===== src/hwrnc_pkg.sv =====
// Purpose: Shared constants and types for the hart wait/reset/NMI control
// Assumes: 32-bit machine registers, word-addressed Avalon-MM slave
// Notes:   Register indices are word addresses on the slave port
package hwrnc_pkg;

    ////////////////////////////////////////////////////////////////////////
    // Register indices (word address)
    localparam logic [3:0] REG_CTRL = 4'h0;
    localparam logic [3:0] REG_INT_ENABLE = 4'h1;
    localparam logic [3:0] REG_INT_PENDING = 4'h2;
    localparam logic [3:0] REG_EPC = 4'h3;
    localparam logic [3:0] REG_CAUSE = 4'h4;
    localparam logic [3:0] REG_ISA = 4'h5;
    localparam logic [3:0] REG_PMP_CFG = 4'h6;
    localparam logic [3:0] REG_TRAP_VECTOR = 4'h7;

    ////////////////////////////////////////////////////////////////////////
    // Control register field positions
    localparam int CTRL_TW_BIT = 0;
    localparam int CTRL_MODIFY_PRIVILEGE_BIT_BIT = 1;
    localparam int CTRL_MIE_BIT = 2;
    localparam int CTRL_MPIE_BIT = 3;
    localparam int CTRL_MPP_LSB = 4;
    localparam int CTRL_WFI_MODE_LSB = 6;
    localparam int CTRL_U_WFI_BIT = 8;
    localparam int CTRL_PRIV_LSB = 16;
    localparam int CTRL_STALLED_BIT = 18;

    ////////////////////////////////////////////////////////////////////////
    // Privilege levels and wait modes
    localparam logic [1:0] PRIV_U = 2'h0;
    localparam logic [1:0] PRIV_S = 2'h1;
    localparam logic [1:0] PRIV_M = 2'h3;
    localparam logic [1:0] WFI_STALL = 2'h0;
    localparam logic [1:0] WFI_NOP = 2'h1;
    localparam logic [1:0] WFI_TRAP = 2'h2;

    ////////////////////////////////////////////////////////////////////////
    // Cause codes, reset values, masks
    localparam logic [31:0] CAUSE_ILLEGAL = 32'h0000_0002;
    localparam logic [31:0] CAUSE_INT_FLAG = 32'h8000_0000;
    localparam logic [31:0] RESET_CAUSE = 32'h0000_0000;
    localparam logic [31:0] PC_STEP = 32'h0000_0004;
    localparam logic [31:0] PMP_CLEAR_MASK = 32'h6767_6767;
    localparam logic [31:0] PMP_RESET = 32'h0000_0000;
    localparam logic [15:0] INT_EN_RESET = 16'h0000;
    localparam logic [1:0] MPP_RESET = 2'h0;

    typedef enum logic [1:0] {OP_OTHER, OP_WFI, OP_MRET} hwrnc_op_t;
    typedef enum logic {ST_RUN, ST_WAIT} hwrnc_fsm_t;

    typedef struct packed {
        logic valid;
        hwrnc_op_t op;
        logic [31:0] pc;
    } hwrnc_issue_t;

    typedef struct packed {
        logic retire;
        logic illegal;
        logic redirect;
        logic [31:0] redirect_pc;
    } hwrnc_resp_t;

    typedef struct packed {
        logic read;
        logic write;
        logic [3:0] address;
        logic [3:0] byteenable;
        logic [31:0] writedata;
    } hwrnc_av_req_t;

    typedef struct packed {
        hwrnc_fsm_t fsm;
        logic [1:0] priv;
        logic tw;
        logic modify_privilege_bit;
        logic machine_global_int_enable;
        logic mpie;
        logic [1:0] mpp;
        logic [1:0] wfi_mode;
        logic u_wfi;
        logic [15:0] int_en;
        logic [31:0] epc;
        logic [31:0] cause;
        logic [31:0] physical_memory_protection;
        logic [31:0] tvec;
        logic [31:0] wfi_pc;
        logic [31:0] next_pc;
        hwrnc_resp_t resp;
        logic ack;
        logic [31:0] rdata;
        logic nmi_d;
    } hwrnc_state_t;

endpackage


===== src/hwrnc_sync.sv =====
// Purpose: Two-flop synchroniser for asynchronous pin inputs
// Assumes: Each bit is an independent level
// Notes:   First stage feeds only the second stage
module hwrnc_sync #(
    parameter int WIDTH = 1
) (
    input wire logic sys_clk, // Core clock
    input wire logic rst_n, // Async reset, active low
    input wire logic [WIDTH-1:0] async_in, // Pin levels
    output logic [WIDTH-1:0] sync_out // Synchronised levels
);

    logic [WIDTH-1:0] stage1_reg;

    always_ff @(posedge sys_clk or negedge rst_n)
    begin
        if (!rst_n)
        begin
            stage1_reg <= '0;
            sync_out <= '0;
        end
        else
        begin
            stage1_reg <= async_in;
            sync_out <= stage1_reg;
        end
    end

endmodule


===== src/hwrnc_ctrl.sv =====
// Purpose: Hart control for wait-for-interrupt, reset state and NMI entry
// Assumes: Core offers one instruction at a time on the issue port
// Notes:   Redirect and retire come one cycle after the instruction is taken, or for a stalling WFI one cycle after the wake
module hwrnc_ctrl
    import hwrnc_pkg::*;
#(
    parameter logic [31:0] RESET_VECTOR = 32'h0000_0000,
    parameter logic [31:0] NMI_VECTOR = 32'h0000_0100,
    parameter logic [31:0] TRAP_VECTOR_RESET = 32'h0000_0200,
    parameter logic [31:0] NMI_CAUSE = 32'h0000_0000,
    parameter logic [31:0] ISA_VALUE = 32'h4000_0100
) (
    input wire logic sys_clk, // Core clock, 40 MHz
    input wire logic rst_n, // Async reset, active low
    input wire hwrnc_av_req_t av_req, // Avalon-MM request
    output logic [31:0] av_readdata, // Avalon-MM read data
    output logic av_waitrequest, // Avalon-MM wait
    input wire hwrnc_issue_t issue, // Instruction offered by core
    output logic issue_ready, // Instruction accepted this cycle
    output hwrnc_resp_t resp, // Retire, illegal, redirect
    output logic [31:0] fetch_pc, // Next pc to fetch, sequential or redirect target
    output logic [1:0] priv_mode, // Current privilege
    output logic modify_privilege_bit_out, // Modify-privilege bit
    output logic stalled, // Hart waiting for interrupt
    input wire logic [15:0] int_pending_pin, // Platform interrupt levels
    input wire logic nmi_pin // Platform NMI level
);

    ////////////////////////////////////////////////////////////////////////
    // Reset state

    localparam hwrnc_state_t STATE_RESET = '{
        fsm: ST_RUN, priv: PRIV_M, tw: 1'b0, modify_privilege_bit: 1'b0, machine_global_int_enable: 1'b0,
        mpie: 1'b0, mpp: MPP_RESET, wfi_mode: WFI_STALL, u_wfi: 1'b0,
        int_en: INT_EN_RESET, epc: 32'h0000_0000, cause: RESET_CAUSE,
        physical_memory_protection: PMP_RESET, tvec: TRAP_VECTOR_RESET, wfi_pc: 32'h0000_0000,
        next_pc: RESET_VECTOR,
        resp: '{retire: 1'b0, illegal: 1'b0, redirect: 1'b0,
                redirect_pc: RESET_VECTOR},
        ack: 1'b0, rdata: 32'h0000_0000, nmi_d: 1'b0};

    hwrnc_state_t state_reg;
    hwrnc_state_t state_next;
    logic [15:0] pend_sync;
    logic nmi_sync;
    logic [15:0] pend_en;
    logic wake;
    logic glob_ok;
    logic nmi_evt;
    logic bus_req;
    logic [31:0] int_cause;

    ////////////////////////////////////////////////////////////////////////
    // Pin synchronisers

    hwrnc_sync #(.WIDTH(17)) u_sync (
        .sys_clk(sys_clk),
        .rst_n(rst_n),
        .async_in({nmi_pin, int_pending_pin}),
        .sync_out({nmi_sync, pend_sync})
    );

    ////////////////////////////////////////////////////////////////////////
    // Helpers

    function automatic logic [31:0] merge_be(logic [31:0] old_v,
                                             logic [31:0] new_v,
                                             logic [3:0] be);
        logic [31:0] r;
        r = old_v;
        for (int i = 0; i < 4; i++)
        begin
            if (be[i])
            begin
                r[i*8 +: 8] = new_v[i*8 +: 8];
            end
        end
        return r;
    endfunction

    function automatic logic [31:0] lowest_int(logic [15:0] v);
        logic [31:0] r;
        r = CAUSE_INT_FLAG;
        for (int i = 15; i >= 0; i--)
        begin
            if (v[i])
            begin
                r = CAUSE_INT_FLAG | 32'(i);
            end
        end
        return r;
    endfunction

    function automatic hwrnc_state_t enter_trap(hwrnc_state_t st,
                                                logic [31:0] epc_v,
                                                logic [31:0] cause_v);
        hwrnc_state_t r;
        r = st;
        r.mpie = st.machine_global_int_enable;
        r.machine_global_int_enable = 1'b0;
        r.mpp = st.priv;
        r.priv = PRIV_M;
        r.epc = epc_v;
        r.cause = cause_v;
        r.resp.redirect = 1'b1;
        r.resp.redirect_pc = st.tvec;
        r.next_pc = st.tvec;
        r.fsm = ST_RUN;
        return r;
    endfunction

    function automatic logic [31:0] read_mux(hwrnc_state_t st,
                                             logic [3:0] a,
                                             logic [15:0] pend);
        logic [31:0] r;
        r = 32'h0000_0000;
        unique case (a)
            REG_CTRL:
            begin
                r[CTRL_TW_BIT] = st.tw;
                r[CTRL_MODIFY_PRIVILEGE_BIT_BIT] = st.modify_privilege_bit;
                r[CTRL_MIE_BIT] = st.machine_global_int_enable;
                r[CTRL_MPIE_BIT] = st.mpie;
                r[CTRL_MPP_LSB +: 2] = st.mpp;
                r[CTRL_WFI_MODE_LSB +: 2] = st.wfi_mode;
                r[CTRL_U_WFI_BIT] = st.u_wfi;
                r[CTRL_PRIV_LSB +: 2] = st.priv;
                r[CTRL_STALLED_BIT] = (st.fsm == ST_WAIT);
            end
            REG_INT_ENABLE: r[15:0] = st.int_en;
            REG_INT_PENDING: r[15:0] = pend;
            REG_EPC: r = st.epc;
            REG_CAUSE: r = st.cause;
            // 32-bit width and a single extension bit (bit 8) set
            REG_ISA: r = ISA_VALUE;
            REG_PMP_CFG: r = st.physical_memory_protection;
            REG_TRAP_VECTOR: r = st.tvec;
            default: r = 32'h0000_0000;
        endcase
        return r;
    endfunction

    ////////////////////////////////////////////////////////////////////////
    // Next state

    assign pend_en = pend_sync & state_reg.int_en;
    assign wake = |pend_en;
    assign glob_ok = (state_reg.priv != PRIV_M) | state_reg.machine_global_int_enable;
    assign nmi_evt = nmi_sync & ~state_reg.nmi_d;
    assign bus_req = av_req.read | av_req.write;
    assign int_cause = lowest_int(pend_en);

    always_comb
    begin
        logic [31:0] wd;
        wd = 32'h0000_0000;
        state_next = state_reg;
        state_next.resp.retire = 1'b0;
        state_next.resp.illegal = 1'b0;
        state_next.resp.redirect = 1'b0;
        state_next.nmi_d = nmi_sync;
        state_next.ack = bus_req & ~state_reg.ack;
        if (bus_req & ~state_reg.ack & av_req.read)
        begin
            state_next.rdata = read_mux(state_reg, av_req.address,
                                        pend_sync);
        end
        if (state_reg.ack & av_req.write)
        begin
            wd = merge_be(read_mux(state_reg, av_req.address, pend_sync),
                          av_req.writedata, av_req.byteenable);
            unique case (av_req.address)
                REG_CTRL:
                begin
                    state_next.tw = wd[CTRL_TW_BIT];
                    state_next.modify_privilege_bit = wd[CTRL_MODIFY_PRIVILEGE_BIT_BIT];
                    state_next.machine_global_int_enable = wd[CTRL_MIE_BIT];
                    state_next.mpie = wd[CTRL_MPIE_BIT];
                    state_next.mpp = wd[CTRL_MPP_LSB +: 2];
                    state_next.wfi_mode = wd[CTRL_WFI_MODE_LSB +: 2];
                    state_next.u_wfi = wd[CTRL_U_WFI_BIT];
                end
                REG_INT_ENABLE: state_next.int_en = wd[15:0];
                REG_EPC: state_next.epc = wd;
                REG_CAUSE: state_next.cause = wd;
                // match and lock fields are writable here
                REG_PMP_CFG: state_next.physical_memory_protection = wd;
                REG_TRAP_VECTOR: state_next.tvec = wd;
                default: state_next.tvec = state_next.tvec;
            endcase
        end
        if (nmi_evt)
        begin
            // vector jump, only pc and cause saved
            if (state_reg.fsm == ST_WAIT)
            begin
                state_next.epc = state_reg.wfi_pc + PC_STEP;
            end
            else if (issue.valid)
            begin
                state_next.epc = issue.pc;
            end
            else
            begin
                state_next.epc = state_reg.next_pc;
            end
            state_next.cause = NMI_CAUSE;
            state_next.priv = PRIV_M;
            state_next.fsm = ST_RUN;
            state_next.resp.redirect = 1'b1;
            state_next.resp.redirect_pc = NMI_VECTOR;
            state_next.next_pc = NMI_VECTOR;
        end
        else if (state_reg.fsm == ST_WAIT)
        begin
            // leave the stall on a sampled wake
            if (wake & glob_ok)
            begin
                state_next = enter_trap(state_next,
                                        state_reg.wfi_pc + PC_STEP,
                                        int_cause);
                state_next.resp.retire = 1'b1;
            end
            else if (wake)
            begin
                state_next.fsm = ST_RUN;
                state_next.resp.retire = 1'b1;
                state_next.resp.redirect = 1'b1;
                state_next.resp.redirect_pc = state_reg.wfi_pc + PC_STEP;
                state_next.next_pc = state_reg.wfi_pc + PC_STEP;
            end
        end
        else if (issue.valid)
        begin
            if (wake & glob_ok)
            begin
                state_next = enter_trap(state_next, issue.pc, int_cause);
            end
            else
            begin
                unique case (issue.op)
                    OP_WFI:
                    begin
                        // illegal only when trapped by control
                        if ((state_reg.tw & (state_reg.priv != PRIV_M)) |
                            ((state_reg.priv == PRIV_U) & ~state_reg.u_wfi))
                        begin
                            state_next = enter_trap(state_next, issue.pc,
                                                    CAUSE_ILLEGAL);
                            state_next.resp.illegal = 1'b1;
                        end
                        else if (state_reg.wfi_mode == WFI_NOP)
                        begin
                            state_next.resp.retire = 1'b1;
                            state_next.next_pc = issue.pc + PC_STEP;
                        end
                        else if (state_reg.wfi_mode == WFI_TRAP)
                        begin
                            state_next = enter_trap(state_next, issue.pc,
                                                    CAUSE_ILLEGAL);
                            state_next.resp.illegal = 1'b1;
                        end
                        else
                        begin
                            state_next.fsm = ST_WAIT;
                            state_next.wfi_pc = issue.pc;
                        end
                    end
                    OP_MRET:
                    begin
                        if (state_reg.priv != PRIV_M)
                        begin
                            state_next = enter_trap(state_next, issue.pc,
                                                    CAUSE_ILLEGAL);
                            state_next.resp.illegal = 1'b1;
                        end
                        else
                        begin
                            state_next.priv = state_reg.mpp;
                            state_next.machine_global_int_enable = state_reg.mpie;
                            state_next.mpie = 1'b1;
                            state_next.mpp = PRIV_U;
                            state_next.resp.retire = 1'b1;
                            state_next.resp.redirect = 1'b1;
                            state_next.resp.redirect_pc = state_reg.epc;
                            state_next.next_pc = state_reg.epc;
                        end
                    end
                    default:
                    begin
                        state_next.resp.retire = 1'b1;
                        state_next.next_pc = issue.pc + PC_STEP;
                    end
                endcase
            end
        end
    end

    always_ff @(posedge sys_clk or negedge rst_n)
    begin
        if (!rst_n)
        begin
            state_reg <= STATE_RESET;
        end
        else
        begin
            state_reg <= state_next;
        end
    end

    ////////////////////////////////////////////////////////////////////////
    // Outputs

    assign issue_ready = (state_reg.fsm == ST_RUN) & ~nmi_evt;
    assign av_waitrequest = bus_req & ~state_reg.ack;
    assign av_readdata = state_reg.rdata;
    assign resp = state_reg.resp;
    assign fetch_pc = state_reg.next_pc;
    assign priv_mode = state_reg.priv;
    assign modify_privilege_bit_out = state_reg.modify_privilege_bit;
    assign stalled = (state_reg.fsm == ST_WAIT);
endmodule


===== config.mk =====
export PLATFORM = sky130hd
export DESIGN_NAME = hwrnc_ctrl
export DESIGN_NICKNAME = d
export VERILOG_FILES = /design/src/hwrnc_pkg.sv /design/src/hwrnc_sync.sv /design/src/hwrnc_ctrl.sv
export SDC_FILE = /design/constraint.sdc
export NUM_CORES = 1
export LEC_CHECK = 0
export BUFFER_PORTS_ARGS = -buffer_cell sky130_fd_sc_hd__clkbuf_2
export CELL_PAD_IN_SITES_DETAIL_PLACEMENT = 1
export CELL_PAD_IN_SITES_GLOBAL_PLACEMENT = 2
export CORE_MARGIN = 10
export CORE_UTILIZATION = 35
export CTS_CLUSTER_SIZE = 16
export DETAILED_ROUTE_END_ITERATION = 12
export PLACE_DENSITY_LB_ADDON = 0.1
export SLEW_MARGIN = 15
export SYNTH_ARGS = -nofsm -noshare
export SYNTH_HDL_FRONTEND = slang
export SYNTH_HIERARCHICAL = 1
export SYNTH_SLANG_ARGS = --single-unit

===== constraint.sdc =====
create_clock -name sys_clk -period 4.1 [get_ports sys_clk]
set_clock_uncertainty 0.15 [all_clocks]
set_input_delay 0.205 -clock sys_clk [delete_from_list [all_inputs] [get_ports sys_clk]]
set_output_delay 0.205 -clock sys_clk [all_outputs]
set_load 0.03 [all_outputs]

Word-level counts from Yosys, hierarchy flattened
Cells that the tools add are included.
W data, S select, Z words.
{ "totals": {"regBits": 323, "wordCells": 153, "input_bits": 96, "output_inout_bits": 105} }
{ "op_classes": {"muxes": 75, "n_reduce_logical": 10, "add_sub_neg": 2, "n_eq_ne": 19, "bitwise_logic": 22} }
{ "ops": {"columns": ["cell", "count"], "rows": [
  ["$mux W289", 4],
  ["$mux W32", 19],
  ["$pmux W188 S2", 1],
  ["$mux W33", 7],
  ["$mux W188", 1],
  ["$mux W187", 1],
  ["$mux W160", 1],
  ["$mux W155", 1],
  ["$mux W153", 1],
  ["$pmux W68 S2", 1],
  ["$mux W101", 1],
  ["$mux W96", 1],
  ["$pmux W9 S8", 1],
  ["$mux W68", 1],
  ["$pmux W33 S2", 1],
  ["$pmux W13 S5", 1],
  ["$add A32 B3 Y32 const B", 2],
  ["$mux W64", 1],
  ["$mux W8", 8],
  ["$pmux W7 S6", 1],
  ["$mux W34", 1],
  ["$mux W4", 8],
  ["$mux W25", 1],
  ["$mux W9", 2],
  ["30 further kinds", 61]
]} }

Depth between registers and ports, before layout
{ "logic_depth": {"ltp_word": 21, "mapped_depth": 12, "ltp_nobuf": 9} }

Modules after synthesis
The synthesis kept the hierarchy.
{ "modules_own_cells": {"columns": ["module", "seq_area_each_um2", "cells_each", "instances", "area_each_um2"], "rows": [
  ["hwrnc_ctrl", 7235.7, 2109, 1, 18430.2],
  ["hwrnc_sync", 850.8, 34, 1, 850.8]
]} }

Worst setup path before layout
No wires, ideal clock.
{ "synth_timing": {"kind": "reg-to-reg", "from": "register state_reg (netlist bit priv_mode[0])", "to": "register state_reg (netlist bit fetch_pc[14])", "period_less_slack_ps": 2768, "stages_incl_launch_ff": 12, "setup_ps": 121, "slack_ps": 1332, "path_buffers": 4, "t_arrival_ps": 2497, "path_cell_list": "dfstp_2 buf_2 nand2_1 nor2_1 a21oi_1 buf_2 a22o_1 buf_2 buf_2 a221oi_1 o31ai_1 a22o_1"} }
{ "synth_via": {"elab_chain_cells": 9, "word_cells_on_any_way": 18, "classes_between": "eq/ne: 3; mux: 8; bitwise: 5; reduce/logical: 2"} }
{ "synth_lines": {"columns": ["element", "line", "rtl"], "rows": [
  ["start: declaration", "hwrnc_ctrl.sv:42", "hwrnc_state_t state_reg;"],
  ["start signal: assignment", "hwrnc_ctrl.sv:307", "state_reg <= state_next;"],
  ["$ne A2 B2 Y1 / $logic_not A2 Y1 (equally long branches)", null, null],
  ["$and A1 B1 Y1, on equally long branches", "hwrnc_ctrl.sv:245, hwrnc_ctrl.sv:246", null],
  ["$or A1 B1 Y1", "hwrnc_ctrl.sv:245", "if ((state_reg.tw & (state_reg.priv != PRIV_M)) |"],
  ["$mux W289", "hwrnc_ctrl.sv:245", null],
  ["$pmux W33 S2", "hwrnc_ctrl.sv:241", "unique case (issue.op)"],
  ["$mux W289", "hwrnc_ctrl.sv:235", "if (wake & glob_ok)"],
  ["$mux W289", "hwrnc_ctrl.sv:233", "else if (issue.valid)"],
  ["$mux W289", "hwrnc_ctrl.sv:214", "else if (state_reg.fsm == ST_WAIT)"],
  ["$mux W32", "hwrnc_ctrl.sv:192", "if (nmi_evt)"]
]} }
Parallel ways exist; a longest one is shown, timed or not. The select of a mux whose other input is x is not followed.
A chain may end at the register's enable or synchronous reset.

Worst setup path in the final report
{ "layout_timing": {"from": "register state_reg[279] (netlist name)", "to": "register state_reg (netlist bit resp[13])"} }
{ "layout_via": {"elab_chain_cells": 3, "word_cells_on_any_way": 5, "classes_between": "eq/ne: 4; reduce/logical: 1"} }
{ "layout_lines": {"columns": ["element", "line"], "rows": [
  ["$eq A2 B2 Y1 / $eq A2 B1 Y1 (equally long branches)", "hwrnc_ctrl.sv:257, hwrnc_ctrl.sv:252"],
  ["$ne A6 B6 Y1 (no line)", null],
  ["$reduce_and A5 Y1 (no line) (*)", null]
]} }
Every way passes the cells marked *; elsewhere a longest branch is shown, timed or not.

==> reports/summary.log <==
INFO  routing        antenna_left=0
INFO  worst_setup_path worst_r2r_startpoint=state_reg[279]$_DFFE_PN0P_
INFO  sta            finalCriticalPeriod=3.55ns
INFO  yosys          mappedNetlistArea=0.0193mm2
INFO  sta            achievable-frequency=0.282GHz
INFO  cells_and_area drive_above_1_share=20.2%
INFO  floorplanning  floorplan.die_area=0.0649mm2
INFO  placement      gpl.final_weighted_congestion=0.929
INFO  hold_path      holdPathEnd=state_reg[216]$_DFF_PN0_
INFO  sta            layout_worst_path_cycle_share=86.5%
INFO  floorplanning  die_w=255um
INFO  floorplanning  top_level_ports=201
INFO  clock_network  cts_repair_resize_count=0
INFO  flow_run       cap_violations=0
INFO  sta            layout_setup_ws=0.553ns
INFO  sta            worst_slew_margin_rel=22.9%
INFO  routing        vias_after_detailed_routing=18236
INFO  routing        routed_wl=88800um
INFO  clock_network  clock-sinks=323
INFO  placement      dpl_worst_slack=0.666ns
INFO  sta            grt_setup_unrepaired=false
INFO  worst_setup_path regToRegEndpoint=resp[13]$_DFFE_PN0P_
INFO  cells_and_area final-instance-count-excl-fill=3014
INFO  clock_network  cts_root_buffer=clkbuf_16
INFO  sta            setup_total_negative_slack=0ns
INFO  floorplanning  std_cell_rows=85
INFO  routing        wirelength_met1=40500um
INFO  sta            final-setup-viol-count=0
INFO  clock_network  cts_hold_buffers=65
INFO  yosys          yosysTopAreaCellShare=41.5%
INFO  routing        routed_via_density=6.05
INFO  routing        maxUsedRoutingLayer=met4
INFO  yosys          yosys-top-cells-count=320 x dfrtp_1, 305 x nand2_1, 163 x o21ai_0
INFO  power_and_ir_drop leakage=10.0nW
INFO  worst_setup_path crit_path_cell_trace=inv_1 -> ha_1 -> nand2b_1 -> and3_1 -> o32ai_2 -> nand2_1 -> nor3b_1 -> a31o_1
INFO  sta            timing.hold.ws=0.0178ns
INFO  hold_path      min_delay_src=av_req[19]
INFO  routing        detail_route.first_pass.iterations=5
INFO  cells_and_area layout.nets=2391
INFO  floorplanning  start_util=35.6%
INFO  yosys          yosysMostFrequentCell=dfrtp_1
INFO  clock_network  cts_buffers=42
INFO  worst_setup_path slowest_stage=o32ai_2
INFO  yosys          synth_top_cells_by_area=dfrtp_1 42%, nand2_1 5.9%, buf_4 4.2%
INFO  grt            grt_overflow_total=0
INFO  placement      place_area=0.0206mm2
INFO  yosys          synth_sequential_area_ratio=41.9%
INFO  routing        drc=0
INFO  clock_network  cts-htree-levels=2
INFO  clock_network  post_cts.repair.setup_buffers=0
INFO  worst_setup_path worst-path-max-fanout=8
INFO  yosys          synth_top_area_cell=dfrtp_1
INFO  routing        met3RoutedLength=6620um
INFO  power_and_ir_drop power-per-cell-area=568mW/mm2
INFO  grt            antenna_found_initial=0
INFO  grt            largest_net_degree_at_the_start_of_global_routing=89
INFO  status         outcome=complete, no violations
INFO  sta            finalHoldViolCount=0
INFO  placement      placed_cells_incl_taps=2875
INFO  cells_and_area synthToLayoutAreaGrowth=17.5%
INFO  worst_setup_path worst-endpoint-required=4.47ns
INFO  routing        routed_wire_length_per_instance=29.5um
INFO  yosys          post_synthesis_sequential_element_count=323
INFO  routing        route.met2.wl=39100um
INFO  yosys          synth_warnings=6
INFO  cells_and_area final_core_utilization=41.8%
INFO  worst_setup_path timing.critical_path.to_type=register
INFO  clock_network  worst_setup_hold_path_clk_slew=0.06ns
INFO  hold_path      hold_crit_depth=5
INFO  worst_setup_path slowest_delay=0.98ns
INFO  cells_and_area largest_register_ffs=186
INFO  sta            max_slew.worst_pin.slew=1.16ns
INFO  floorplanning  core=0.0541mm2
INFO  clock_network  tritoncts_clock_tree=yes
INFO  clock_network  ctsLongestPathBuffers=3
INFO  worst_setup_path worst_r2r_path_depth=8
INFO  grt            global_route_wire_length_before_repair=131000um
INFO  yosys          synthesis.instances=2143
INFO  yosys          synth_flop_cell=dfrtp_1
INFO  placement      post_detail_place_hpwl=65300um
INFO  sta            drv_slew=0
INFO  grt            tot_gr_track_use=27.1%
INFO  grt            number_of_global_route_vias_before_repair=18791
INFO  routing        initialDrtViolationCount=1516
INFO  worst_setup_path cp.arrival=3.91ns
INFO  floorplanning  die_y=255um
INFO  cells_and_area filler_cell_count=6222
INFO  worst_setup_path critPathLaunchType=register
INFO  worst_setup_path worst-setup-path-type=reg2reg
INFO  clock_network  clk-insertion-delay-late=0.59ns
INFO  yosys          netlist-cell-type-count=94
INFO  yosys          ys_async_sr_fraction=100%
INFO  hold_path      hold_path_class=in2reg
INFO  placement      placement.io_buffers=200
INFO  yosys          number_of_synthesized_flops_with_an_enable_pin=0
INFO  power_and_ir_drop irDropWorstVdd=352uV
INFO  cells_and_area final_design_area_no_fill=0.0226mm2
INFO  yosys          post_synthesis_net_count=2246
INFO  yosys          syn-mean-instance-area=9.00um2
INFO  power_and_ir_drop fin_total_pwr=12.9mW
INFO  worst_setup_path ff2ff_setup_slack=0.55ns
==> critical path: cells and delay by family (launching register included) <==
kind	cells	cell delay, ns
simple gates	4	1.42
flops	1	0.49
compound gates	2	1.10
fa+ha+maj	1	0.23
buf+inv	1	0.08
==> layout make-up <==
cell class / count / area (um2) / share of cell area [%]
Multi-Input combinational cell: 1530 / 9680 / 42.7
Sequential cell: 323 / 8090 / 35.7
Timing Repair Buffer: 359 / 2480 / 10.9
Clock buffer: 61 / 1240 / 5.49
Tap cell: 696 / 871 / 3.84
Clock inverter: 12 / 164 / 0.724
Inverter: 32 / 120 / 0.530
Antenna cell: 1 / 2.50 / 0.0110
==> cells by family after synthesis <==
family                   Yosys count  share of synthesized area [%]
AND/OR/NAND/NOR                  690                           17.2
AO/OA/AOI/OAI                    662                           23.2
flip-flops                       323                           41.9
buffers and inverters            290                           8.10
multiplexers                     117                           6.63
XOR/XNOR                          54                           2.45
adder cells (fa/ha/maj)            7                          0.454
==> layout by cell type, fill, tap and decap left out, drive strengths merged, types with 18 or more instances in the layout <==
master,instances
nor3,29
mux2i,43
dlygate4sd3,65
nand2,305
and3,19
xnor2,21
and2,18
xor2,33
buf,95
mux2,73
a22o,24
o21ai,199
nand4,21
inv,31
nor2,119
a31oi,23
a21oi,139
a22oi,34
a221o,28
a21o,19
a32o,23
dfrtp,320
nand2b,30
clkbuf,260
nand3,60
a221oi,23
==> power breakdown <==
group          internal (mW)  switching [mW]  total, mW  leakage, nW
registers               3.77           0.747       4.52         4.26
logic                   1.37            3.08       4.45         5.04
clock network           2.34            1.55       3.89        0.700
==> worst max path at each step <==
stage | to | start | slack, ns | cells past startpoint
6_report | resp[13]$_DFFE_PN0P_ | state_reg[279]$_DFFE_PN0P_ | 0.55 | 8
5_1_grt | resp[7]$_DFFE_PN0P_ | state_reg[279]$_DFFE_PN0P_ | 0.56 | 8
4_1_cts | resp[13]$_DFFE_PN0P_ | priv_mode[0]$_DFFE_PN1P_ | 0.67 | 7
3_5_place_dp | resp[11]$_DFFE_PN0P_ | av_req[36] | 0.67 | 10
3_3_place_gp | resp[13]$_DFFE_PN0P_ | priv_mode[0]$_DFFE_PN1P_ | 0.71 | 7
2_1_floorplan | fetch_pc[14]$_DFFE_PN0P_ | priv_mode[0]$_DFFE_PN1P_ | 1.33 | 11
==> metal layers <==
| layer | vias to the layer above | GRT usage (%) |
|---|---|---|
| li1 | 7999 | - |
| met1 | 9328 | 38.7 |
| met2 | 779 | 41.2 |
| met3 | 130 | 4.17 |
| met4 | 0 | 8.47 |
| met5 | - | 0 |
(Power assumes the default switching activity.)
